### config.mk
export PLATFORM = sky130hd
export DESIGN_NAME = asd_datapath
export DESIGN_NICKNAME = d
export VERILOG_FILES = /design/src/inc/asd_pkg.sv /design/src/logic/asd_adder.sv /design/src/logic/asd_datapath.sv /design/src/logic/asd_operand_sel.sv
export SDC_FILE = /design/constraint.sdc
export NUM_CORES = 1
export LEC_CHECK = 0
export ABC_AREA = 1
export BUFFER_PORTS_ARGS = -buffer_cell sky130_fd_sc_hd__buf_2
export CAP_MARGIN = 20
export CORE_ASPECT_RATIO = 0.5
export CORE_UTILIZATION = 41
export DETAILED_ROUTE_END_ITERATION = 10
export GPL_TIMING_DRIVEN = 0
export PLACE_DENSITY = 0.58
export SLEW_MARGIN = 40
export SYNTH_ARGS = -nofsm -noshare
export SYNTH_HDL_FRONTEND = slang
export SYNTH_SLANG_ARGS = --single-unit
export TNS_END_PERCENT = 30
### constraint.sdc
create_clock -name clk -period 3.3 [get_ports clk]
set_input_delay 0.165 -clock clk [delete_from_list [all_inputs] [get_ports clk]]
set_output_delay 0.165 -clock clk [all_outputs]
set_load 0.01 [all_outputs]
### src/inc/asd_pkg.sv
/*
 * constants of the add/subtract datapath: register map, control fields,
 * flag positions, operation codes, reset values and state encoding.
 * assumes a 32-bit core datapath and word-indexed Avalon-MM addressing.
 */
// What this block does
// RULE1 - sum adds first operand to flexible operand or 12-bit immediate 0..4095
// RULE2 - sum-with-carry adds first operand, flexible operand and carry flag
// RULE3 - difference subtracts flexible operand or 12-bit immediate from first operand
// RULE4 - difference-with-borrow subtracts, then lowers result by one when carry clear
// RULE5 - reverse difference subtracts first operand from flexible operand
// RULE6 - with no destination named, result goes back to first operand register
// RULE7 - flags change only when flag update requested, else stay unchanged
// RULE8 - program counter as first operand has its two low bits cleared
// RULE9 - pc-plus-register writing pc branches to result with bit zero cleared
// RULE10 - software: pc first operand takes no flag update, constant 0..4095
// RULE11 - software: stack pointer target only plain sum/difference, shift at most 3
// RULE12 - wide-immediate sum and difference behave as 12-bit immediate forms
// RULE13 - software: pc destination takes no flag update, no pc/sp third operand
// RULE14 - 32-bit wraparound, carry is adder carry-out, overflow on signed overflow
package asd_pkg;

   localparam int unsigned DATA_W = 32;
   localparam int unsigned ADDR_W = 4;

   // word indices on the register bus
   localparam logic [3:0] REG_OPA = 4'h0;
   localparam logic [3:0] REG_OPB = 4'h1;
   localparam logic [3:0] REG_CTRL = 4'h2;
   localparam logic [3:0] REG_CMD = 4'h3;
   localparam logic [3:0] REG_RESULT = 4'h4;
   localparam logic [3:0] REG_FLAGS = 4'h5;
   localparam logic [3:0] REG_STATUS = 4'h6;
   localparam logic [3:0] REG_DEST = 4'h7;
   localparam logic [3:0] REG_TARGET = 4'h8;
   localparam logic [3:0] REG_LAST = 4'h8;

   // control register fields
   localparam int unsigned CTL_OP_LSB = 0;
   localparam int unsigned CTL_SETF = 3;
   localparam int unsigned CTL_USE_IMM = 4;
   localparam int unsigned CTL_PC_SRC = 5;
   localparam int unsigned CTL_PC_DST = 6;
   localparam int unsigned CTL_SRC_LSB = 8;
   localparam int unsigned CTL_DST_LSB = 12;
   localparam int unsigned CTL_DST_GIVEN = 16;
   localparam int unsigned CTL_IMM_LSB = 20;

   localparam int unsigned CMD_START = 0;
   localparam int unsigned STS_BUSY = 0;
   localparam int unsigned STS_DONE = 1;

   // flag positions
   localparam int unsigned FLG_V = 0;
   localparam int unsigned FLG_C = 1;
   localparam int unsigned FLG_Z = 2;
   localparam int unsigned FLG_N = 3;

   // operation codes
   localparam logic [2:0] OP_SUM = 3'h0;
   localparam logic [2:0] OP_SUM_CARRY = 3'h1;
   localparam logic [2:0] OP_DIFFERENCE = 3'h2;
   localparam logic [2:0] OP_DIFFERENCE_WITH_BORROW = 3'h3;
   localparam logic [2:0] OP_REVERSE_DIFFERENCE = 3'h4;
   localparam logic [2:0] OP_WIDE_IMMEDIATE_SUM = 3'h5;
   localparam logic [2:0] OP_WIDE_IMMEDIATE_DIFFERENCE = 3'h6;

   // reset values
   localparam logic [31:0] WORD_RST = 32'h0000_0000;
   localparam logic [3:0] FLAGS_RST = 4'h0;

   typedef enum logic [1:0] {
      asd_st_idle = 2'b01,
      asd_st_calc = 2'b10
   } asd_state_t;

endpackage : asd_pkg

### src/logic/asd_adder.sv
/*
 * 32-bit adder with carry-in producing result and the four condition flags.
 * assumes subtraction is presented as a plus inverted operand plus carry-in.
 */
`timescale 1ns/1ps
module asd_adder #(
   parameter int unsigned W = 32
)(
   input wire logic [W-1:0] add_a,
   input wire logic [W-1:0] add_b,
   input wire logic add_cin,
   output logic [W-1:0] sum,
   output logic carry_out,
   output logic overflow,
   output logic negative,
   output logic zero
);

   logic [W:0] full_w;

   // carry-out doubles as not-borrow when add_b is inverted
   assign full_w = {1'b0, add_a} + {1'b0, add_b} + {{W{1'b0}}, add_cin}; // RULE14
   assign sum = full_w[W-1:0];
   assign carry_out = full_w[W];
   assign overflow = (add_a[W-1] == add_b[W-1]) & (sum[W-1] != add_a[W-1]); // RULE14
   assign negative = sum[W-1];
   assign zero = (sum == '0);

endmodule : asd_adder

### src/logic/asd_datapath.sv
/*
 * add/subtract datapath with an Avalon-MM register slave.
 * software loads operands and control, writes start, and reads result,
 * flags and destination; results are also pushed out to the register file.
 * assumes one clock, synchronous active-high reset, word-indexed addressing.
 */
// The implementer's own choices: the Avalon-MM interface to the registers and the register offsets.
`timescale 1ns/1ps
module asd_datapath (
   input wire logic clk,
   input wire logic sys_rst,
   input wire logic [3:0] avs_address,
   input wire logic avs_read,
   input wire logic avs_write,
   input wire logic [31:0] avs_writedata,
   input wire logic [3:0] avs_byteenable,
   output logic [31:0] avs_readdata,
   output logic avs_waitrequest,
   output logic wb_valid,
   output logic [3:0] wb_index,
   output logic [31:0] wb_data,
   output logic branch_valid,
   output logic [31:0] branch_target,
   output logic [3:0] flags_out
);

   function automatic logic [31:0] be_merge(
      input logic [31:0] old_v,
      input logic [31:0] new_v,
      input logic [3:0] be
   );
      logic [31:0] m;
      m = old_v;
      for (int i = 0; i < 4; i++)
      begin
         if (be[i])
            m[8*i +: 8] = new_v[8*i +: 8];
      end
      return m;
   endfunction : be_merge

   logic [31:0] opa_q;
   logic [31:0] opb_q;
   logic [31:0] ctrl_q;
   logic [31:0] result_q;
   logic [31:0] target_q;
   logic [31:0] readdata_q;
   logic [3:0] flags_q;
   logic [3:0] wb_index_q;
   logic done_q;
   logic done_d;
   logic wb_valid_q;
   logic branch_q;
   logic rd_pend_q;
   asd_pkg::asd_state_t st_q;
   asd_pkg::asd_state_t st_d;

   // control field decode
   logic [2:0] op_w;
   logic setf_w;
   logic use_imm_w;
   logic pc_src_w;
   logic pc_dst_w;
   logic dst_given_w;
   logic [3:0] src_idx_w;
   logic [3:0] dst_idx_w;
   logic [3:0] dest_w;
   logic [11:0] imm_w;
   logic carry_now;

   assign op_w = ctrl_q[asd_pkg::CTL_OP_LSB +: 3];
   assign setf_w = ctrl_q[asd_pkg::CTL_SETF];
   assign use_imm_w = ctrl_q[asd_pkg::CTL_USE_IMM];
   assign pc_src_w = ctrl_q[asd_pkg::CTL_PC_SRC];
   assign pc_dst_w = ctrl_q[asd_pkg::CTL_PC_DST];
   assign dst_given_w = ctrl_q[asd_pkg::CTL_DST_GIVEN];
   assign src_idx_w = ctrl_q[asd_pkg::CTL_SRC_LSB +: 4];
   assign dst_idx_w = ctrl_q[asd_pkg::CTL_DST_LSB +: 4];
   assign imm_w = ctrl_q[asd_pkg::CTL_IMM_LSB +: 12];
   assign carry_now = flags_q[asd_pkg::FLG_C];
   // no destination named: write back to the first operand register
   assign dest_w = dst_given_w ? dst_idx_w : src_idx_w; // RULE6

   // bus decode; registers are frozen while a calculation runs
   logic calc_w;
   logic wr_w;
   logic wr_opa_w;
   logic wr_opb_w;
   logic wr_ctrl_w;
   logic wr_flags_w;
   logic start_w;
   logic done_clr_w;

   assign calc_w = (st_q == asd_pkg::asd_st_calc);
   assign avs_waitrequest = calc_w | (avs_read & ~rd_pend_q);
   assign wr_w = avs_write & ~calc_w;
   assign wr_opa_w = wr_w & (avs_address == asd_pkg::REG_OPA);
   assign wr_opb_w = wr_w & (avs_address == asd_pkg::REG_OPB);
   assign wr_ctrl_w = wr_w & (avs_address == asd_pkg::REG_CTRL);
   assign wr_flags_w = wr_w & (avs_address == asd_pkg::REG_FLAGS) & avs_byteenable[0];
   assign start_w = wr_w & (avs_address == asd_pkg::REG_CMD) & avs_byteenable[0]
      & avs_writedata[asd_pkg::CMD_START];
   assign done_clr_w = wr_w & (avs_address == asd_pkg::REG_STATUS) & avs_byteenable[0]
      & avs_writedata[asd_pkg::STS_DONE];

   // datapath
   logic [31:0] a_eff_w;
   logic [31:0] b_sel_w;
   logic [31:0] add_a_w;
   logic [31:0] add_b_w;
   logic add_cin_w;
   logic [31:0] sum_w;
   logic cout_w;
   logic ovf_w;
   logic neg_w;
   logic zero_w;

   asd_operand_sel u_sel (
      .op(op_w),
      .use_imm(use_imm_w),
      .first_is_pc(pc_src_w),
      .first_val(opa_q),
      .flex_val(opb_q),
      .twelve_bit_immediate(imm_w),
      .carry_flag(carry_now),
      .a_eff(a_eff_w),
      .b_sel(b_sel_w),
      .add_a(add_a_w),
      .add_b(add_b_w),
      .add_cin(add_cin_w)
   );

   asd_adder #(
      .W(asd_pkg::DATA_W)
   ) u_add (
      .add_a(add_a_w),
      .add_b(add_b_w),
      .add_cin(add_cin_w),
      .sum(sum_w),
      .carry_out(cout_w),
      .overflow(ovf_w),
      .negative(neg_w),
      .zero(zero_w)
   );

   // sequencing
   always_comb
   begin
      st_d = st_q;
      unique case (st_q)
         asd_pkg::asd_st_idle:
            if (start_w)
               st_d = asd_pkg::asd_st_calc;
         asd_pkg::asd_st_calc:
            st_d = asd_pkg::asd_st_idle;
         default:
            st_d = asd_pkg::asd_st_idle;
      endcase
   end

   always_ff @(posedge clk)
   begin
      if (sys_rst)
         st_q <= asd_pkg::asd_st_idle;
      else
         st_q <= st_d;
   end

   // operand and control registers
   always_ff @(posedge clk)
   begin
      if (sys_rst)
      begin
         opa_q <= asd_pkg::WORD_RST;
         opb_q <= asd_pkg::WORD_RST;
         ctrl_q <= asd_pkg::WORD_RST;
      end
      else
      begin
         if (wr_opa_w)
            opa_q <= be_merge(opa_q, avs_writedata, avs_byteenable);
         if (wr_opb_w)
            opb_q <= be_merge(opb_q, avs_writedata, avs_byteenable);
         if (wr_ctrl_w)
            ctrl_q <= be_merge(ctrl_q, avs_writedata, avs_byteenable);
      end
   end

   // results and pulses toward the register file
   always_ff @(posedge clk)
   begin
      if (sys_rst)
      begin
         result_q <= asd_pkg::WORD_RST;
         target_q <= asd_pkg::WORD_RST;
         wb_index_q <= 4'h0;
         wb_valid_q <= 1'b0;
         branch_q <= 1'b0;
      end
      else
      begin
         wb_valid_q <= calc_w & ~pc_dst_w;
         branch_q <= calc_w & pc_dst_w; // RULE9
         if (calc_w)
         begin
            result_q <= sum_w; // RULE14
            wb_index_q <= dest_w; // RULE6
            target_q <= {sum_w[31:1], 1'b0}; // RULE9
         end
      end
   end

   // flags follow the result only on request; software may preload them
   always_ff @(posedge clk)
   begin
      if (sys_rst)
         flags_q <= asd_pkg::FLAGS_RST;
      else if (calc_w && setf_w)
         flags_q <= {neg_w, zero_w, cout_w, ovf_w}; // RULE7 RULE14
      else if (wr_flags_w)
         flags_q <= avs_writedata[3:0];
   end

   // done is sticky; a new completion beats a clearing write
   assign done_d = calc_w | (done_q & ~done_clr_w);

   always_ff @(posedge clk)
   begin
      if (sys_rst)
         done_q <= 1'b0;
      else
         done_q <= done_d;
   end

   // readback
   logic [31:0] rd_words [0:8];
   logic [31:0] rd_mux_w;

   assign rd_words[0] = opa_q;
   assign rd_words[1] = opb_q;
   assign rd_words[2] = ctrl_q;
   assign rd_words[3] = 32'h0000_0000;
   assign rd_words[4] = result_q;
   assign rd_words[5] = {28'h0000000, flags_q};
   assign rd_words[6] = {30'h0, done_q, calc_w};
   assign rd_words[7] = {28'h0000000, wb_index_q};
   assign rd_words[8] = target_q;
   assign rd_mux_w = (avs_address <= asd_pkg::REG_LAST) ? rd_words[avs_address] : 32'h0000_0000;

   always_ff @(posedge clk)
   begin
      if (sys_rst)
      begin
         rd_pend_q <= 1'b0;
         readdata_q <= asd_pkg::WORD_RST;
      end
      else
      begin
         rd_pend_q <= avs_read & ~rd_pend_q & ~calc_w;
         if (avs_read && !rd_pend_q && !calc_w)
            readdata_q <= rd_mux_w;
      end
   end

   assign avs_readdata = readdata_q;
   assign wb_valid = wb_valid_q;
   assign wb_index = wb_index_q;
   assign wb_data = result_q;
   assign branch_valid = branch_q;
   assign branch_target = target_q;
   assign flags_out = flags_q;
endmodule : asd_datapath

### src/logic/asd_operand_sel.sv
/*
 * operand steering for the add/subtract forms: immediate selection,
 * program counter alignment, operand swap and inversion, carry-in choice.
 * assumes op codes from asd_pkg; unknown codes behave as a plain sum.
 */
`timescale 1ns/1ps
module asd_operand_sel (
   input wire logic [2:0] op,
   input wire logic use_imm,
   input wire logic first_is_pc,
   input wire logic [31:0] first_val,
   input wire logic [31:0] flex_val,
   input wire logic [11:0] twelve_bit_immediate,
   input wire logic carry_flag,
   output logic [31:0] a_eff,
   output logic [31:0] b_sel,
   output logic [31:0] add_a,
   output logic [31:0] add_b,
   output logic add_cin
);

   logic wide_w;
   logic imm_ok_w;
   logic minus_w;
   logic rev_w;
   logic carry_op_w;

   assign wide_w = (op == asd_pkg::OP_WIDE_IMMEDIATE_SUM) | (op == asd_pkg::OP_WIDE_IMMEDIATE_DIFFERENCE); // RULE12
   assign imm_ok_w = wide_w | (use_imm & ((op == asd_pkg::OP_SUM) | (op == asd_pkg::OP_DIFFERENCE))); // RULE1 RULE3
   assign minus_w = (op == asd_pkg::OP_DIFFERENCE) | (op == asd_pkg::OP_DIFFERENCE_WITH_BORROW)
      | (op == asd_pkg::OP_WIDE_IMMEDIATE_DIFFERENCE);
   assign rev_w = (op == asd_pkg::OP_REVERSE_DIFFERENCE);
   assign carry_op_w = (op == asd_pkg::OP_SUM_CARRY) | (op == asd_pkg::OP_DIFFERENCE_WITH_BORROW);

   // word-aligned base when the program counter feeds the first operand
   assign a_eff = first_is_pc ? {first_val[31:2], 2'b00} : first_val; // RULE8
   assign b_sel = imm_ok_w ? {20'h00000, twelve_bit_immediate} : flex_val; // RULE1 RULE3 RULE12
   assign add_a = rev_w ? b_sel : a_eff; // RULE5
   assign add_b = rev_w ? ~a_eff : (minus_w ? ~b_sel : b_sel); // RULE3 RULE5
   // clear carry on borrow form leaves the extra minus one in place
   assign add_cin = carry_op_w ? carry_flag : (minus_w | rev_w); // RULE2 RULE4

endmodule : asd_operand_sel

==> flow_metrics.tcl <==
set metrics [dict create \
    outcome "complete, but fails checks" \
    violations "setup timing" \
    power_density_mw_per_mm2 354 \
    chipHeight_um 118 \
    path_class "reg2reg" \
    wl_um 45900 \
    nets 2043 \
    fin_setup_tns_ns -1.01 \
    grt_pass1_vias 11500 \
    core-area_mm2 0.0265 \
    grt_use_total 0.337 \
    layout-drive-gt1-share 0.221 \
    avgSynthCellArea_um2 6.31 \
    hold_ws_ns 0.0121 \
    path_clk_slew_ns 0.07 \
    die_w_um 234 \
    crit_path_end_kind "flop" \
    die_area_mm2 0.0277 \
    ys_types 41 \
    tritoncts "yes" \
    htreeDepth 4 \
    portBuffers 148 \
    power_leakage_nw 6.37 \
    antenna_found_initial 0 \
    synth_fp_nets 1833 \
    critPathArrivalTime_ns 4.09 \
    yosysMostFrequentCell "nand2_1" \
    crit_required_ns 3.70 \
    r2r-end "flags_out[2]" \
    yosysTopAreaCell "dfxtp_1" \
    synth_edf_count 0 \
    synth-seq-cells 174 \
    area_delta_synth_final_pct 26.0 \
    gp_congestion 0.968 \
    clk_latency_ns 0.47 \
    fin_crit_ns 3.69 \
    vias 12700 \
    fin_skew_ns 0.0137 \
    syn-cell-area_mm2 0.0111 \
    numClockSinks 174 \
    synth_cells 1756 \
    netlist.area_leader.share 0.315 \
    viasPerCell 5.45 \
    maxCapViolCount 0 \
    post-route-drc-count 0 \
    routedWlPerCell_um 19.7 \
    grt_pass1_wl_um 68700 \
    r2r_slack_ns -0.39 \
    worstHoldPathType "in2reg" \
    finalWorstSetupSlack_ns -0.390 \
    ys.flop_type "dfxtp_1" \
    hold_violations 0 \
    fin_crit_sh 1.12 \
    synthTopCellsByCount "nand2_1, inv_1, o21ai_0" \
    io_pins 151 \
    drt_iter0_drc 1579 \
    yosysSeqAreaShare 0.315 \
    reg2reg_depth 23 \
    rows 42 \
    grt_max_degree 17 \
    max_clock_freq_mhz 271 \
    synth_area_leaders "dfxtp_1, nand2_1, o21ai_0, inv_1, a21oi_1" \
    diodes 0 \
    worst_pin_slew_ns 0.932 \
    relSlewSlack 0.378 \
    finalSetupViolCount 5 \
    drv_slew 0 \
    clockBufferDepth 2 \
    cts-root-buf "clkbuf_16" \
    initial_core_util 0.418 \
    rsz0062_at_grt "true" \
    pre_cts_slack_ns -1.33 \
    r2r-start "ctrl_q[2]" \
    startpoint_type "flop" \
    synthArstFlopShare 0 \
    cp-endpoint "flags_out[2]" \
    ant_nets 0 \
    critPathMaxFanout 6 \
    yosysWarnings 0 \
    ir_worst_vdd_mv 0.325 \
    cts_made_buffers 17 \
    grt_overflow 0 \
    drt_first_pass_iters 8 \
    hpwlAfterDp_um 37100 \
    startpoint "ctrl_q[2]" \
]
-- sequential cells by signal (all words and copies together), names as in the netlist --
signal,flops
rd_pend_q,1
wb_index,4
st_q,2
wb_valid,1
done_q,1
avs_readdata,32
branch_valid,1
opb_q,32
flags_out,4
ctrl_q,32
opa_q,32
wb_data,32
-- critical path, stage by stage (launching register included) --
cell and delay [ns]:
dfxtp_4 0.36, o211ai_1 0.27, nand2_4 0.19, inv_4 0.12, nand2_2 0.06, o21ai_2 0.08, xor2_1 0.16, nand2_1 0.08
o21ai_2 0.07, fa_2 0.23, inv_2 0.05, fa_2 0.41, nand2_2 0.10, nand2_4 0.09, nand2_4 0.08, xor2_2 0.18
nand3_1 0.14, nor2_1 0.16, nand3_2 0.17, nor2_4 0.17, nand2_2 0.07, nor2_4 0.10, nand3_4 0.14, a21oi_2 0.14
-- placed cells by master, fill, tap and decap left out, types with 7 or more instances in the layout --
cell           count
dlygate4sd3_1     17
ha_1              19
buf_2            157
a21oi_1          150
nand4_1           11
o21ai_0          183
buf_6             10
o21ai_2           14
nor2_4            10
a221oi_1          16
xor2_1            14
buf_1              8
clkbuf_1          43
ha_2               8
xnor2_1           26
o211ai_1          11
nor2_1           163
nand3_1           39
dfxtp_1          171
clkbuf_16         18
nor2_2            16
buf_4             57
o21ai_1           20
a21oi_2           12
nand2_2           44
inv_1            215
nand2_4           14
o22ai_1           34
nand2_1          380
inv_2             23
nand3_2            7
-- worst min-delay path by stage --
stage | start | endpoint | slack [ns] | cells after the start
detailed placement | ctrl_q[6] | wb_valid | 0.41 | 1
CTS | avs_writedata[0] | st_q[1] | 0.001 | 3
floorplan | avs_writedata[7] | ctrl_q[7] | 0.30 | 2
global route | avs_byteenable[1] | ctrl_q[15] | 0.02 | 3
global placement | ctrl_q[6] | wb_valid | 0.40 | 1
finish | avs_writedata[30] | opa_q[30] | 0.01 | 3
-- metrics by stage --
step	area (um2)	util	power (W)	std cells
after floorplan	11100	-	0.00243	1756
after global placement	12300	0.463	0.00262	2256
after detailed placement	12300	0.463	0.00262	2256
after CTS	13400	0.508	0.00488	2321
after global routing	13900	0.527	0.00507	2331
final	13900	0.527	0.00494	2331
-- kinds of logic (layout without fill, tap and decap cells) --
family                   Yosys count  count (layout)  share of synthesized area
flip-flops                       174             174                      0.315
adder cells (fa/ha/maj)           33              33                     0.0386
AO/OA/AOI/OAI                    454             454                      0.220
AND/OR/NAND/NOR                  701             701                      0.260
other                              1               1                   0.000339
XOR/XNOR                          42              42                     0.0332
buffers and inverters            351             574                      0.133
-- power by group --
| group | total [W] | switching [W] | internal [W] | leakage, nW |
|---|---|---|---|---|
| Sequential | 0.00213 | 0.0000152 | 0.00211 | 1.41 |
| Combinational | 0.000536 | 0.000369 | 0.000167 | 4.66 |
| Clock | 0.00227 | 0.000970 | 0.00130 | 0.307 |
| Total | 0.00494 | 0.00135 | 0.00358 | 6.37 |
-- layer usage --
metal | track usage | vias to the layer above | part of all wire
li1 | - | 6054 | -
met1 | 0.511 | 5986 | 0.48
met2 | 0.438 | 600 | 0.38
met3 | 0.112 | 74 | 0.12
met4 | 0.0980 | 0 | 0.025
met5 | 0 | - | 0
-- cell type report --
type | instances | area (um2)
timing repair buffer | 191 | 1140
clock inverter | 14 | 205
sequential | 174 | 3490
inverter | 243 | 920
multi-input combinational | 1231 | 6680
tap | 352 | 440
clock buffer | 18 | 439
buffer | 108 | 629
fill | 2779 | 12500
-- what timing repair did --
action,in CTS,in global routing
cloned,0,1
gates resized for setup,97,120
hold endpoints to repair,22,0
hold buffers,17,0
pin swaps,28,44
endpoints found under the setup margin,33,21
setup buffers,16,9
Note: power is estimated with default switching activity, not from simulation.
